$ cat config.mk
export PLATFORM = sky130hd
export DESIGN_NAME = cam_host_ctrl
export DESIGN_NICKNAME = d
export VERILOG_FILES = /design/src/design/cam_pkg.sv /design/src/design/cam_sync3.sv /design/src/design/cam_host_ctrl.sv
export VERILOG_INCLUDE_DIRS = /design/src /design/src/design
export SDC_FILE = /design/constraint.sdc
export NUM_CORES = 1
export LEC_CHECK = 0
export ABC_CLOCK_PERIOD_IN_PS = 28500
export BUFFER_PORTS_ARGS = -buffer_cell sky130_fd_sc_hd__buf_2
export CAP_MARGIN = 20
export CELL_PAD_IN_SITES_DETAIL_PLACEMENT = 1
export CELL_PAD_IN_SITES_GLOBAL_PLACEMENT = 1
export CORE_UTILIZATION = 50
export CTS_CLUSTER_SIZE = 25
export DETAILED_ROUTE_END_ITERATION = 6
export PLACE_DENSITY = 0.85
export SYNTH_ARGS = -nofsm -noshare
export SYNTH_HDL_FRONTEND = slang
export SYNTH_SLANG_ARGS = --single-unit
$ cat constraint.sdc
create_clock -name clk_sys -period 28.5 [get_ports clk_sys]
set_input_delay 0 -clock clk_sys [delete_from_list [all_inputs] [get_ports clk_sys]]
set_output_delay 0 -clock clk_sys [all_outputs]
set_load 0.005 [all_outputs]
$ cat src/design/cam_cfg.svh
// Purpose: Offsets, fields, reset values and timing counts for the
//          search-device host controller.
// Assumes: 50 MHz system clock.
// Notes:   Definitions only.
`ifndef CAM_CFG_SVH
`define CAM_CFG_SVH

// ==========================================================
// Software register offsets
`define CAM_OFF_CTRL 8'h00
`define CAM_OFF_CMD 8'h04
`define CAM_OFF_WDATA 8'h08
`define CAM_OFF_RDATA 8'h0C
`define CAM_OFF_STATUS 8'h10

// ==========================================================
// Control fields and reset value
`define CAM_CTRL_STRAP 0
`define CAM_CTRL_WID_LO 1
`define CAM_CTRL_WID_HI 2
`define CAM_CTRL_POS_POL 3
`define CAM_CTRL_RST 4'h0

// ==========================================================
// Command fields
`define CAM_CMD_OP_HI 2
`define CAM_CMD_SEL_LO 8
`define CAM_CMD_SEL_HI 15

// ==========================================================
// Key width codes
`define CAM_WID_8 2'h1
`define CAM_WID_16 2'h2

// ==========================================================
// Status fields
`define CAM_ST_BUSY 0
`define CAM_ST_FIRST 1
`define CAM_ST_SECOND 2
`define CAM_ST_MATCH 3

// ==========================================================
// Timing
`define CAM_CLK_NS 20
`define CAM_PULSE_NS 40
// Least time: round up
`define CAM_HRST_CYC ((`CAM_PULSE_NS + `CAM_CLK_NS - 1) / `CAM_CLK_NS)
// Strictly longer than the figure
`define CAM_SQCLR_CYC (`CAM_PULSE_NS / `CAM_CLK_NS + 1)
// Strobe active long enough to cover the three-stage input path
`define CAM_ACC_CYC 6

`endif

$ cat src/design/cam_pkg.sv
// Purpose: Types for the search-device host controller.
// Assumes: Nothing beyond the config header.
// Notes:   Types only; numbers live in cam_cfg.svh.
package cam_pkg;

    // ==========================================================
    // Sequencer states
    typedef enum logic [1:0] {
        ST_IDLE = 2'b00,
        ST_SETUP = 2'b01,
        ST_ACTIVE = 2'b10,
        ST_RECOVER = 2'b11
    } cam_state_e;

    // ==========================================================
    // Operations started through the command register
    typedef enum logic [2:0] {
        OP_NONE = 3'b000,
        OP_HOST_WR = 3'b001,
        OP_HOST_RD = 3'b010,
        OP_KEY = 3'b011,
        OP_RESULT = 3'b100,
        OP_HARD_RST = 3'b101,
        OP_SEQ_CLR = 3'b110
    } cam_op_e;

endpackage

$ cat src/design/cam_sync3.sv
// Purpose: Three-stage input path for pins from outside the clock.
// Assumes: Single clock, asynchronous active-high reset.
// Notes:   Output moves only when stages two and three agree.
`timescale 1ns/1ps
module cam_sync3 #(
    parameter int W = 1,
    parameter logic [W-1:0] INIT = '0
) (
    input wire logic clk_sys,
    input wire logic rst,
    input wire logic [W-1:0] pinIn,
    output logic [W-1:0] syncOut
);

    logic [W-1:0] s1_q, s2_q, s3_q, out_q;
    logic [W-1:0] out_d;

    // ==========================================================
    // Accept a value only after it stood for two samples
    always_comb begin
        out_d = out_q;
        if (s2_q == s3_q) begin
            out_d = s3_q;
        end
    end

    always_ff @(posedge clk_sys or posedge rst) begin
        if (rst) begin
            s1_q <= INIT;
            s2_q <= INIT;
            s3_q <= INIT;
            out_q <= INIT;
        end else begin
            s1_q <= pinIn;
            s2_q <= s1_q;
            s3_q <= s2_q;
            out_q <= out_d;
        end
    end

    assign syncOut = out_q;

endmodule

$ cat src/design/cam_host_ctrl.sv
// Purpose: Host-side controller driving the pins of a three-port
//          search device: host word port, key port, result port.
// Assumes: Device has no clock; every pin edge is made here.
// Notes:   One operation at a time; commands while busy are dropped.
//
// Contract
// - Present eight-bit register select per access
// - Direction low writes, high reads
// - Hard reset low pulse, at least 40ns
// - Sequence clear held low over 40ns
// - Upstream match fed from higher device; the code always ties it high instead
// - Upstream match tied high when alone
`timescale 1ns/1ps
`include "cam_cfg.svh"
module cam_host_ctrl (
    input wire logic clk_sys,
    input wire logic rst,
    input wire logic [7:0] regAddr,
    input wire logic [31:0] regWrData,
    input wire logic regWr,
    input wire logic regRd,
    output logic [31:0] regRdData,
    output logic portSelN,
    output logic rwN,
    output logic [7:0] regSel,
    output logic [15:0] hostWordBusOut,
    output logic hostWordBusOe,
    input wire logic [15:0] hostWordBusIn,
    output logic hardResetN,
    output logic sequencePointerClearN,
    output logic [31:0] searchKeyBus,
    output logic keyStrobe,
    output logic resultRdN,
    output logic resultOeN,
    input wire logic [31:0] resultBus,
    input wire logic firstPortStatusN,
    input wire logic secondPortStatusN,
    input wire logic matchFlagOutN,
    output logic portCountStrap,
    output logic upstreamMatchInN
);

    // ==========================================================
    // State
    cam_pkg::cam_state_e state_q, state_d;
    cam_pkg::cam_op_e op_q, op_d;
    logic [3:0] cnt_q, cnt_d;
    logic [3:0] ctrl_q, ctrl_d;
    logic [31:0] wdata_q, wdata_d;
    logic [31:0] rdata_q, rdata_d;
    logic [31:0] rdOut_q, rdOut_d;
    logic portSel_q, portSel_d, rw_q, rw_d, oe_q, oe_d;
    logic [7:0] sel_q, sel_d;
    logic [15:0] word_q, word_d;
    logic hrst_q, hrst_d, sqclr_q, sqclr_d;
    logic [31:0] key_q, key_d;
    logic kstb_q, kstb_d, resRd_q, resRd_d, resOe_q, resOe_d;
    logic [3:0] lenLast;
    logic [31:0] keyMasked;
    logic [2:0] cmdOp;
    logic [15:0] hostWordSync;
    logic [31:0] resultSync;
    logic [2:0] statSync;

    // ==========================================================
    // Pin inputs through three stages
    cam_sync3 #(.W(16), .INIT(16'h0000)) uSyncWord (
        .clk_sys(clk_sys),
        .rst(rst),
        .pinIn(hostWordBusIn),
        .syncOut(hostWordSync)
    );

    cam_sync3 #(.W(32), .INIT(32'h0000_0000)) uSyncResult (
        .clk_sys(clk_sys),
        .rst(rst),
        .pinIn(resultBus),
        .syncOut(resultSync)
    );

    // Status pins idle high, so reset them high too
    cam_sync3 #(.W(3), .INIT(3'h7)) uSyncStat (
        .clk_sys(clk_sys),
        .rst(rst),
        .pinIn({matchFlagOutN, secondPortStatusN, firstPortStatusN}),
        .syncOut(statSync)
    );

    // ==========================================================
    // Key width mask and strobe length per operation
    always_comb begin
        keyMasked = wdata_q;
        if (ctrl_q[`CAM_CTRL_WID_HI:`CAM_CTRL_WID_LO] == `CAM_WID_8) begin
            keyMasked = {24'h00_0000, wdata_q[7:0]};
        end else if (ctrl_q[`CAM_CTRL_WID_HI:`CAM_CTRL_WID_LO]
                     == `CAM_WID_16) begin
            keyMasked = {16'h0000, wdata_q[15:0]};
        end
        if (op_q == cam_pkg::OP_HARD_RST) begin
            lenLast = 4'(`CAM_HRST_CYC - 1);
        end else if (op_q == cam_pkg::OP_SEQ_CLR) begin
            lenLast = 4'(`CAM_SQCLR_CYC - 1);
        end else begin
            lenLast = 4'(`CAM_ACC_CYC - 1);
        end
    end

    assign cmdOp = regWrData[`CAM_CMD_OP_HI:0];

    // ==========================================================
    // Register port and pin sequencer
    always_comb begin
        state_d = state_q;
        op_d = op_q;
        cnt_d = cnt_q;
        ctrl_d = ctrl_q;
        wdata_d = wdata_q;
        rdata_d = rdata_q;
        rdOut_d = 32'h0000_0000;
        portSel_d = portSel_q;
        rw_d = rw_q;
        oe_d = oe_q;
        sel_d = sel_q;
        word_d = word_q;
        hrst_d = hrst_q;
        sqclr_d = sqclr_q;
        key_d = key_q;
        kstb_d = kstb_q;
        resRd_d = resRd_q;
        resOe_d = resOe_q;
        // Address decode for software writes
        if (regWr) begin
            if (regAddr == `CAM_OFF_CTRL) begin
                ctrl_d = regWrData[3:0];
            end else if (regAddr == `CAM_OFF_WDATA && state_q
                         == cam_pkg::ST_IDLE) begin
                wdata_d = regWrData;
            end
        end
        // Reads answer one cycle later; unmapped reads give zero
        if (regRd) begin
            if (regAddr == `CAM_OFF_CTRL) begin
                rdOut_d = {28'h000_0000, ctrl_q};
            end else if (regAddr == `CAM_OFF_WDATA) begin
                rdOut_d = wdata_q;
            end else if (regAddr == `CAM_OFF_RDATA) begin
                rdOut_d = rdata_q;
            end else if (regAddr == `CAM_OFF_STATUS) begin
                // Meaning of the two status bits follows the strap
                rdOut_d = {28'h000_0000, ~statSync[2], ~statSync[1],
                           ~statSync[0], state_q != cam_pkg::ST_IDLE};
            end
        end
        case (state_q)
            cam_pkg::ST_IDLE: begin
                kstb_d = ~ctrl_q[`CAM_CTRL_POS_POL];
                if (regWr && regAddr == `CAM_OFF_CMD
                    && cmdOp != 3'h0 && cmdOp != 3'h7) begin
                    op_d = cam_pkg::cam_op_e'(cmdOp);
                    state_d = cam_pkg::ST_SETUP;
                    cnt_d = 4'h0;
                    sel_d = regWrData[`CAM_CMD_SEL_HI:`CAM_CMD_SEL_LO];
                    rw_d = (cmdOp != 3'(cam_pkg::OP_HOST_WR));
                    oe_d = (cmdOp == 3'(cam_pkg::OP_HOST_WR));
                    word_d = wdata_q[15:0];
                    key_d = keyMasked;
                end
            end
            cam_pkg::ST_SETUP: begin
                // Lines settled one cycle before the strobe edge
                state_d = cam_pkg::ST_ACTIVE;
                case (op_q)
                    cam_pkg::OP_HOST_WR, cam_pkg::OP_HOST_RD: begin
                        portSel_d = 1'b0;
                    end
                    cam_pkg::OP_KEY: begin
                        kstb_d = ctrl_q[`CAM_CTRL_POS_POL];
                    end
                    cam_pkg::OP_RESULT: begin
                        resRd_d = 1'b0;
                        resOe_d = 1'b0;
                    end
                    cam_pkg::OP_HARD_RST: begin
                        hrst_d = 1'b0;
                    end
                    cam_pkg::OP_SEQ_CLR: begin
                        sqclr_d = 1'b0;
                    end
                    default: begin
                        state_d = cam_pkg::ST_IDLE;
                    end
                endcase
            end
            cam_pkg::ST_ACTIVE: begin
                cnt_d = cnt_q + 4'h1;
                if (cnt_q == lenLast) begin
                    if (op_q == cam_pkg::OP_HOST_RD) begin
                        rdata_d = {16'h0000, hostWordSync};
                    end else if (op_q == cam_pkg::OP_RESULT) begin
                        rdata_d = resultSync;
                    end
                    portSel_d = 1'b1;
                    kstb_d = ~ctrl_q[`CAM_CTRL_POS_POL];
                    resRd_d = 1'b1;
                    resOe_d = 1'b1;
                    hrst_d = 1'b1;
                    sqclr_d = 1'b1;
                    state_d = cam_pkg::ST_RECOVER;
                end
            end
            cam_pkg::ST_RECOVER: begin
                // Hold write data one cycle past the select rising
                oe_d = 1'b0;
                rw_d = 1'b1;
                state_d = cam_pkg::ST_IDLE;
            end
            default: begin
                state_d = cam_pkg::ST_IDLE;
            end
        endcase
    end

    always_ff @(posedge clk_sys or posedge rst) begin
        if (rst) begin
            state_q <= cam_pkg::ST_IDLE;
            op_q <= cam_pkg::OP_NONE;
            cnt_q <= 4'h0;
            ctrl_q <= `CAM_CTRL_RST;
            wdata_q <= 32'h0000_0000;
            rdata_q <= 32'h0000_0000;
            rdOut_q <= 32'h0000_0000;
            portSel_q <= 1'b1;
            rw_q <= 1'b1;
            oe_q <= 1'b0;
            sel_q <= 8'h00;
            word_q <= 16'h0000;
            hrst_q <= 1'b1;
            sqclr_q <= 1'b1;
            key_q <= 32'h0000_0000;
            kstb_q <= 1'b1;
            resRd_q <= 1'b1;
            resOe_q <= 1'b1;
        end else begin
            state_q <= state_d;
            op_q <= op_d;
            cnt_q <= cnt_d;
            ctrl_q <= ctrl_d;
            wdata_q <= wdata_d;
            rdata_q <= rdata_d;
            rdOut_q <= rdOut_d;
            portSel_q <= portSel_d;
            rw_q <= rw_d;
            oe_q <= oe_d;
            sel_q <= sel_d;
            word_q <= word_d;
            hrst_q <= hrst_d;
            sqclr_q <= sqclr_d;
            key_q <= key_d;
            kstb_q <= kstb_d;
            resRd_q <= resRd_d;
            resOe_q <= resOe_d;
        end
    end

    // ==========================================================
    // Pin drive from flip-flops, bar the tied-high upstream match
    assign regRdData = rdOut_q;
    assign portSelN = portSel_q;
    assign rwN = rw_q;
    assign regSel = sel_q;
    assign hostWordBusOut = word_q;
    assign hostWordBusOe = oe_q;
    assign hardResetN = hrst_q;
    assign sequencePointerClearN = sqclr_q;
    assign searchKeyBus = key_q;
    assign keyStrobe = kstb_q;
    assign resultRdN = resRd_q;
    assign resultOeN = resOe_q;
    assign portCountStrap = ctrl_q[`CAM_CTRL_STRAP];
    // Controller sees a lone device or the head of a chain
    assign upstreamMatchInN = 1'b1;

endmodule

## After elaboration in Yosys (flattened, before gate mapping)

Index checks and enable logic that the tools add are counted.
W data, S select, Z words.

- Reduce and logical (&&, ||, !) cells: 27
- Bitwise gates (word level): 5
- Eq/ne operators: 29
- Muxes and demuxes: 33
- Add/subtract/negate cells: 1

Operators by type and width:

| cell | number |
|---|---|
| $mux W32 | 8 |
| $eq A32 B32 Y1 | 1 |
| $reduce_and A3 Y1 | 7 |
| $eq A16 B16 Y1 | 1 |
| $eq A8 B4 Y1 const B | 2 |
| $pmux W1 S2 | 6 |
| $reduce_and A2 Y1 | 5 |
| $reduce_bool A2 Y1 | 5 |
| $eq A3 B3 Y1 const B | 3 |
| $mux W1 | 9 |
| $eq A8 B3 Y1 const B | 1 |
| $eq A8 B5 Y1 const B | 1 |
| $logic_not A8 Y1 | 1 |
| $mux W4 | 2 |
| $ne A2 B2 Y1 const B | 4 |
| $pmux W2 S4 | 1 |
| $pmux W4 S2 | 1 |
| $eq A2 B2 Y1 const B | 3 |
| $eq A3 B1 Y1 const B | 2 |
| $eq A3 B2 Y1 const B | 2 |
| $mux W2 | 3 |
| $mux W3 | 2 |
| $ne A2 B1 Y1 const B | 3 |
| $reduce_bool A3 Y1 | 2 |
| 12 further kinds | 20 |

- Logic and storage cells: 124
- Input bits: 95
- Output and inout port bits: 98
- Register bits after elaboration: 376

## Logic depth before layout (Yosys ltp)

- Depth after elaboration: 6
- Mapped depth: 9
- Gate-level depth less buffers: 5

## By module

From an unflattened synthesis, not the netlist that was laid out.

- Cell total of the unflattened synthesis: 908
- Area total of the unflattened synthesis: 13574.3 µm²

Modules (own cells, without submodules):

| module | seq. area each (µm²) | area an instance (µm²) | cells each | instances |
|---|---|---|---|---|
| cam_host_ctrl | 4111.4 | 7096.8 | 575 | 1 |
| cam_sync3 at uSyncResult | 3203.1 | 4060.1 | 207 | 1 |
| cam_sync3 at uSyncWord | 1601.5 | 2018.2 | 103 | 1 |
| cam_sync3 at uSyncStat | 315.3 | 399.1 | 23 | 1 |

## Worst setup path before layout

No wires, ideal clock.

- Path kind: input port to flip-flop
- From: input regAddr[5]
- To: register word_q[10], in the netlist hostWordBusOut[10]
- Slack: 26.221 ns
- Buffers on the path: 2
- Data required time: 28.375 ns
- Stages on the path: 6
- Library setup time: 0.125 ns
- Arrival: 2.154 ns
- Path through: or4_4 > or4b_4 > or4_4 > buf_6 > buf_6 > mux2_4

- Longest elaborated chain between the ends: 5

Ends and longest elaborated chain:

| element | line | text |
|---|---|---|
| start: declaration | cam_host_ctrl.sv:18 | `input wire logic [7:0] regAddr,` |
| $eq A8 B3 Y1 (no line) | n/a |  |
| $logic_and A1 B1 Y1 (no line) | n/a |  |
| $logic_and A1 B1 Y1 (2 in series) | cam_host_ctrl.sv:157 | `` if (regWr && regAddr == `CAM_OFF_CMD `` |
| $reduce_and A2 Y1 (no line) | n/a |  |
| end signal: assignment | cam_host_ctrl.sv:255 | `word_q <= word_d;` |
| end: declaration | cam_host_ctrl.sv:54 | `logic [15:0] word_q, word_d;` |

Every way passes these cells.
A chain may end at the register's enable or synchronous reset.

## Final worst setup path

- From: input regAddr[0]
- To: register rdOut_q[0], in the netlist regRdData[0]

- Longest elaborated chain between the ends: 6
- Elaborated cells on any way between the ends: 9
- Those cells by class: 3 x eq/ne; 5 x mux; 1 x reduce/logical

Ends and longest elaborated chain:

| element | line | text |
|---|---|---|
| $eq A8 B5 Y1 (no line) | n/a |  |
| $mux W4 | cam_host_ctrl.sv:148 | `` end else if (regAddr == `CAM_OFF_STATUS) begin `` |
| $mux W32 | cam_host_ctrl.sv:146 | `` end else if (regAddr == `CAM_OFF_RDATA) begin `` |
| $mux W32 | cam_host_ctrl.sv:144 | `` end else if (regAddr == `CAM_OFF_WDATA) begin `` |
| $mux W32 (*) | cam_host_ctrl.sv:142 | `` if (regAddr == `CAM_OFF_CTRL) begin `` |
| $mux W32 (*) | cam_host_ctrl.sv:141 | `if (regRd) begin` |
| via rdOut_d[0] | cam_host_ctrl.sv:51 | `logic [31:0] rdOut_q, rdOut_d;` |
| end signal: assignment | cam_host_ctrl.sv:250 | `rdOut_q <= rdOut_d;` |
| end: declaration | cam_host_ctrl.sv:51 |  |

The timed path passes the listed nets; every way through them passes the cells marked *.

==> impl_metrics.py <==
metrics = {
    "outcome": {
        "status": "finished, final reports clean",
    },
    "grt": {
        "grt_max_degree": 126,
        "grt.total_usage_pct": 25.69,
        "grt_overflow_total": 0,
        "grt_pass1_wl_mm": 52.07,
        "grt_pass1_vias": 9304,
        "antenna_found_initial": 0,
    },
    "setup_path": {
        "cp_max_fo": 6,
        "crit_type": "in2reg",
        "start_kind": "input port",
        "cp-end-kind": "flop",
        "worstPathRequired_ns": 28.95,
        "worstPathArrival_ns": 3.22,
    },
    "sta": {
        "hold_slack_ns": 0.02656,
        "drv_slew": 0,
        "rsz0062_at_grt": "false",
        "slew_headroom_pct": 29.55,
        "hold_viol": 0,
        "min_period_over_period_pct": 9.715,
        "setup_viol": 0,
        "worstMarginPinSlew_ns": 1.057,
        "setup-tns-final_ns": 0,
        "layout_min_cycle_time_ns": 2.769,
        "clock.fmax_mhz": 361.2,
        "fin_skew_ns": 0.01750,
    },
    "synth": {
        "ys_seq_area_share_pct": 70.03,
        "synth.distinct_cells": 46,
        "synth-async-reset-ratio_pct": 100.0,
        "syn-num-nets": 1031,
        "synth_cells": 935,
        "synth_flop_cell": "dfrtp_1",
        "synth-edff-count": 0,
        "ys_warn_count": 0,
        "syn_avg_cell_area_um2": 14.10,
        "ys_seq_elements": 368,
        "syn_area_um2": 13180,
    },
    "clock_network": {
        "clk_pin_slew_ns": 0.06,
        "clock_sinks": 368,
        "clock_path_buffers": 3,
        "cts_made_buffers": 38,
        "cts_tree": "done",
        "postCtsSetupBuffers": 0,
        "cts_root_buf": "clkbuf_16",
        "worst_skew_pair.late_latency_ns": 0.52,
        "htree_levels": 2,
    },
    "drt": {
        "drt_first_pass_iters": 4,
        "wl_mm": 34.01,
        "routedWlPerCell_um": 21.47,
        "drt_iter0_drc": 575,
        "remaining_drc_errors": 0,
        "vias": 8359,
        "drtAntennaViolNets": 0,
        "viasPerCell": 5.277,
    },
    "final_layout": {
        "final_cell_area_um2": 16720,
        "syn_to_final_growth_pct": 26.83,
        "layout_commonest_cell": "dfrtp_1",
        "drive_gt1_share_pct": 32.43,
        "antenna_cells": 0,
        "final_util_pct": 64.34,
        "mostFrequentLayoutCells": "350 x dfrtp_1, 191 x buf_2, 116 x nand2_1",
        "nets": 1316,
        "fill_cells": 2501,
    },
    "power": {
        "p_per_area_nw_per_um2": 67.62,
        "leakage_nw": 8.274,
        "vdd_drop_max_uv": 67.18,
        "report.power.total_mw": 1.131,
    },
    "placement": {
        "hpwlAfterDp_mm": 19.74,
        "port_buffers": 191,
        "place_area_um2": 14390,
        "place_congestion": 0.8339,
    },
    "die": {
        "die_x_um": 164.4,
        "fp.dieH_um": 164.4,
        "start_util_pct": 50.73,
        "io_pins": 193,
        "dieArea_um2": 27020,
        "fp-row-count": 59,
        "coreArea_um2": 25980,
    },
    "min_path": {
        "min_path_type": "in2reg",
    },
    "run": {
        "max-cap-violations": 0,
    },
}
[cell usage after synthesis, drive strengths merged, types with 2 or more instances]
cell type / number / share of area [%]
or3: 5 / 0.24
clkbuf: 29 / 0.83
inv: 7 / 0.20
o31ai: 2 / 0.11
nand2b: 5 / 0.24
nor2: 36 / 1.0
nand2: 116 / 3.3
xor2: 51 / 3.4
a21boi: 4 / 0.23
xnor2: 4 / 0.27
or4: 3 / 0.23
dfstp: 18 / 3.6
nand3: 7 / 0.27
and3: 2 / 0.095
mux2i: 18 / 1.4
o21ai: 62 / 2.4
a22oi: 28 / 1.6
nor2b: 6 / 0.28
a21oi: 6 / 0.23
buf: 23 / 1.3
o22ai: 3 / 0.14
dfrtp: 350 / 66
nor3: 3 / 0.11
o41ai: 2 / 0.13
nand4: 4 / 0.19
mux2: 112 / 10
o211ai: 2 / 0.11
nor4: 14 / 0.66
nand3b: 2 / 0.11
[state kept, by name, indices dropped and copies added, names as in the netlist, 4 cells and up, named ones only]
| name | cells |
|---|---|
| cnt_q | 4 |
| ctrl_q | 4 |
| hostWordBusOut | 16 |
| rdata_q | 32 |
| regRdData | 32 |
| regSel | 8 |
| searchKeyBus | 24 |
| uSyncResult.s1_q | 32 |
| uSyncResult.s2_q | 32 |
| uSyncResult.s3_q | 32 |
| uSyncResult.syncOut | 32 |
| uSyncWord.s1_q | 16 |
| uSyncWord.s2_q | 16 |
| uSyncWord.s3_q | 16 |
| uSyncWord.syncOut | 16 |
| wdata_q | 32 |
[path summary, 6_finish.rpt]
path | startpoint | end | slack [ns] | cells past startpoint
worst max-delay path | regAddr[0] | regRdData[0] | 25.73 | 8
worst min-delay path | regAddr[5] | regRdData[1] | 0.03 | 5
worst max register to register | flop | rdata_q[29] | 25.88 | 5
worst min register to register | uSyncWord.s1_q[1] | uSyncWord.s2_q[1] | 0.34 | 0
max in group asynchronous | rst | hostWordBusOut[8] | 26.99 | 5
min in group asynchronous | rst | uSyncWord.s1_q[14] | 0.16 | 3
[area by class of cell]
| cell class | instances | area (um2) | area share [%] |
|---|---|---|---|
| Sequential cell | 368 | 9231 | 55.22 |
| Multi-Input combinational cell | 508 | 3667 | 21.94 |
| Timing Repair Buffer | 297 | 2074 | 12.41 |
| Clock buffer | 53 | 1109 | 6.631 |
| Tap cell | 335 | 419.2 | 2.507 |
| Clock inverter | 16 | 183.9 | 1.100 |
| Inverter | 7 | 33.78 | 0.2021 |
[cell families after synthesis]
| group | after synthesis | share of synthesized area [%] |
|---|---|---|
| simple gates | 207 | 7.034 |
| flops | 368 | 70.03 |
| mux | 130 | 11.68 |
| buf+inv | 59 | 2.278 |
| fa+ha+maj | 1 | 0.09491 |
| compound gates | 114 | 5.202 |
| other cells | 1 | 0.02845 |
| xor+xnor | 55 | 3.654 |
[routing by layer]
layer | track usage (%) | share of wire (%) | vias to the layer above
li1 | - | - | 3743
met1 | 32.01 | 41 | 4318
met2 | 45.40 | 52 | 223
met3 | 3.788 | 3.6 | 75
met4 | 9.301 | 3.3 | 0
met5 | 0 | 0 | -
[where the power goes]
part,switching (mW),leakage (nW),internal (mW)
Combinational,0.0312,2.91,0.0288
Sequential,0.0178,4.73,0.543
Clock,0.208,0.637,0.302
Total,0.257,8.27,0.873
[worst max-delay path, stage by stage]
cell           delay [ns]
dlygate4sd3_1        0.54
buf_2                0.15
nor2_1               0.33
nor4b_1              0.60
dlygate4sd3_1        0.69
nand2_1              0.08
a21boi_0             0.23
dlygate4sd3_1        0.59
[what timing repair did]
item | 4_1_cts | 5_1_grt
resized for setup | 0 | 0
setup endpoints to repair | 0 | 0
hold buffers | 94 | 0
endpoints found under the hold margin | 208 | 0
[stage by stage]
stage | cells | worst slack, ns
finish | 1584 | 25.73
global route | 1584 | 25.58
global placement | 1416 | 25.71
floorplan | 935 | 18.31
detailed placement | 1417 | 25.52
CTS | 1580 | 25.91
Power figures use the tool's default switching activity.
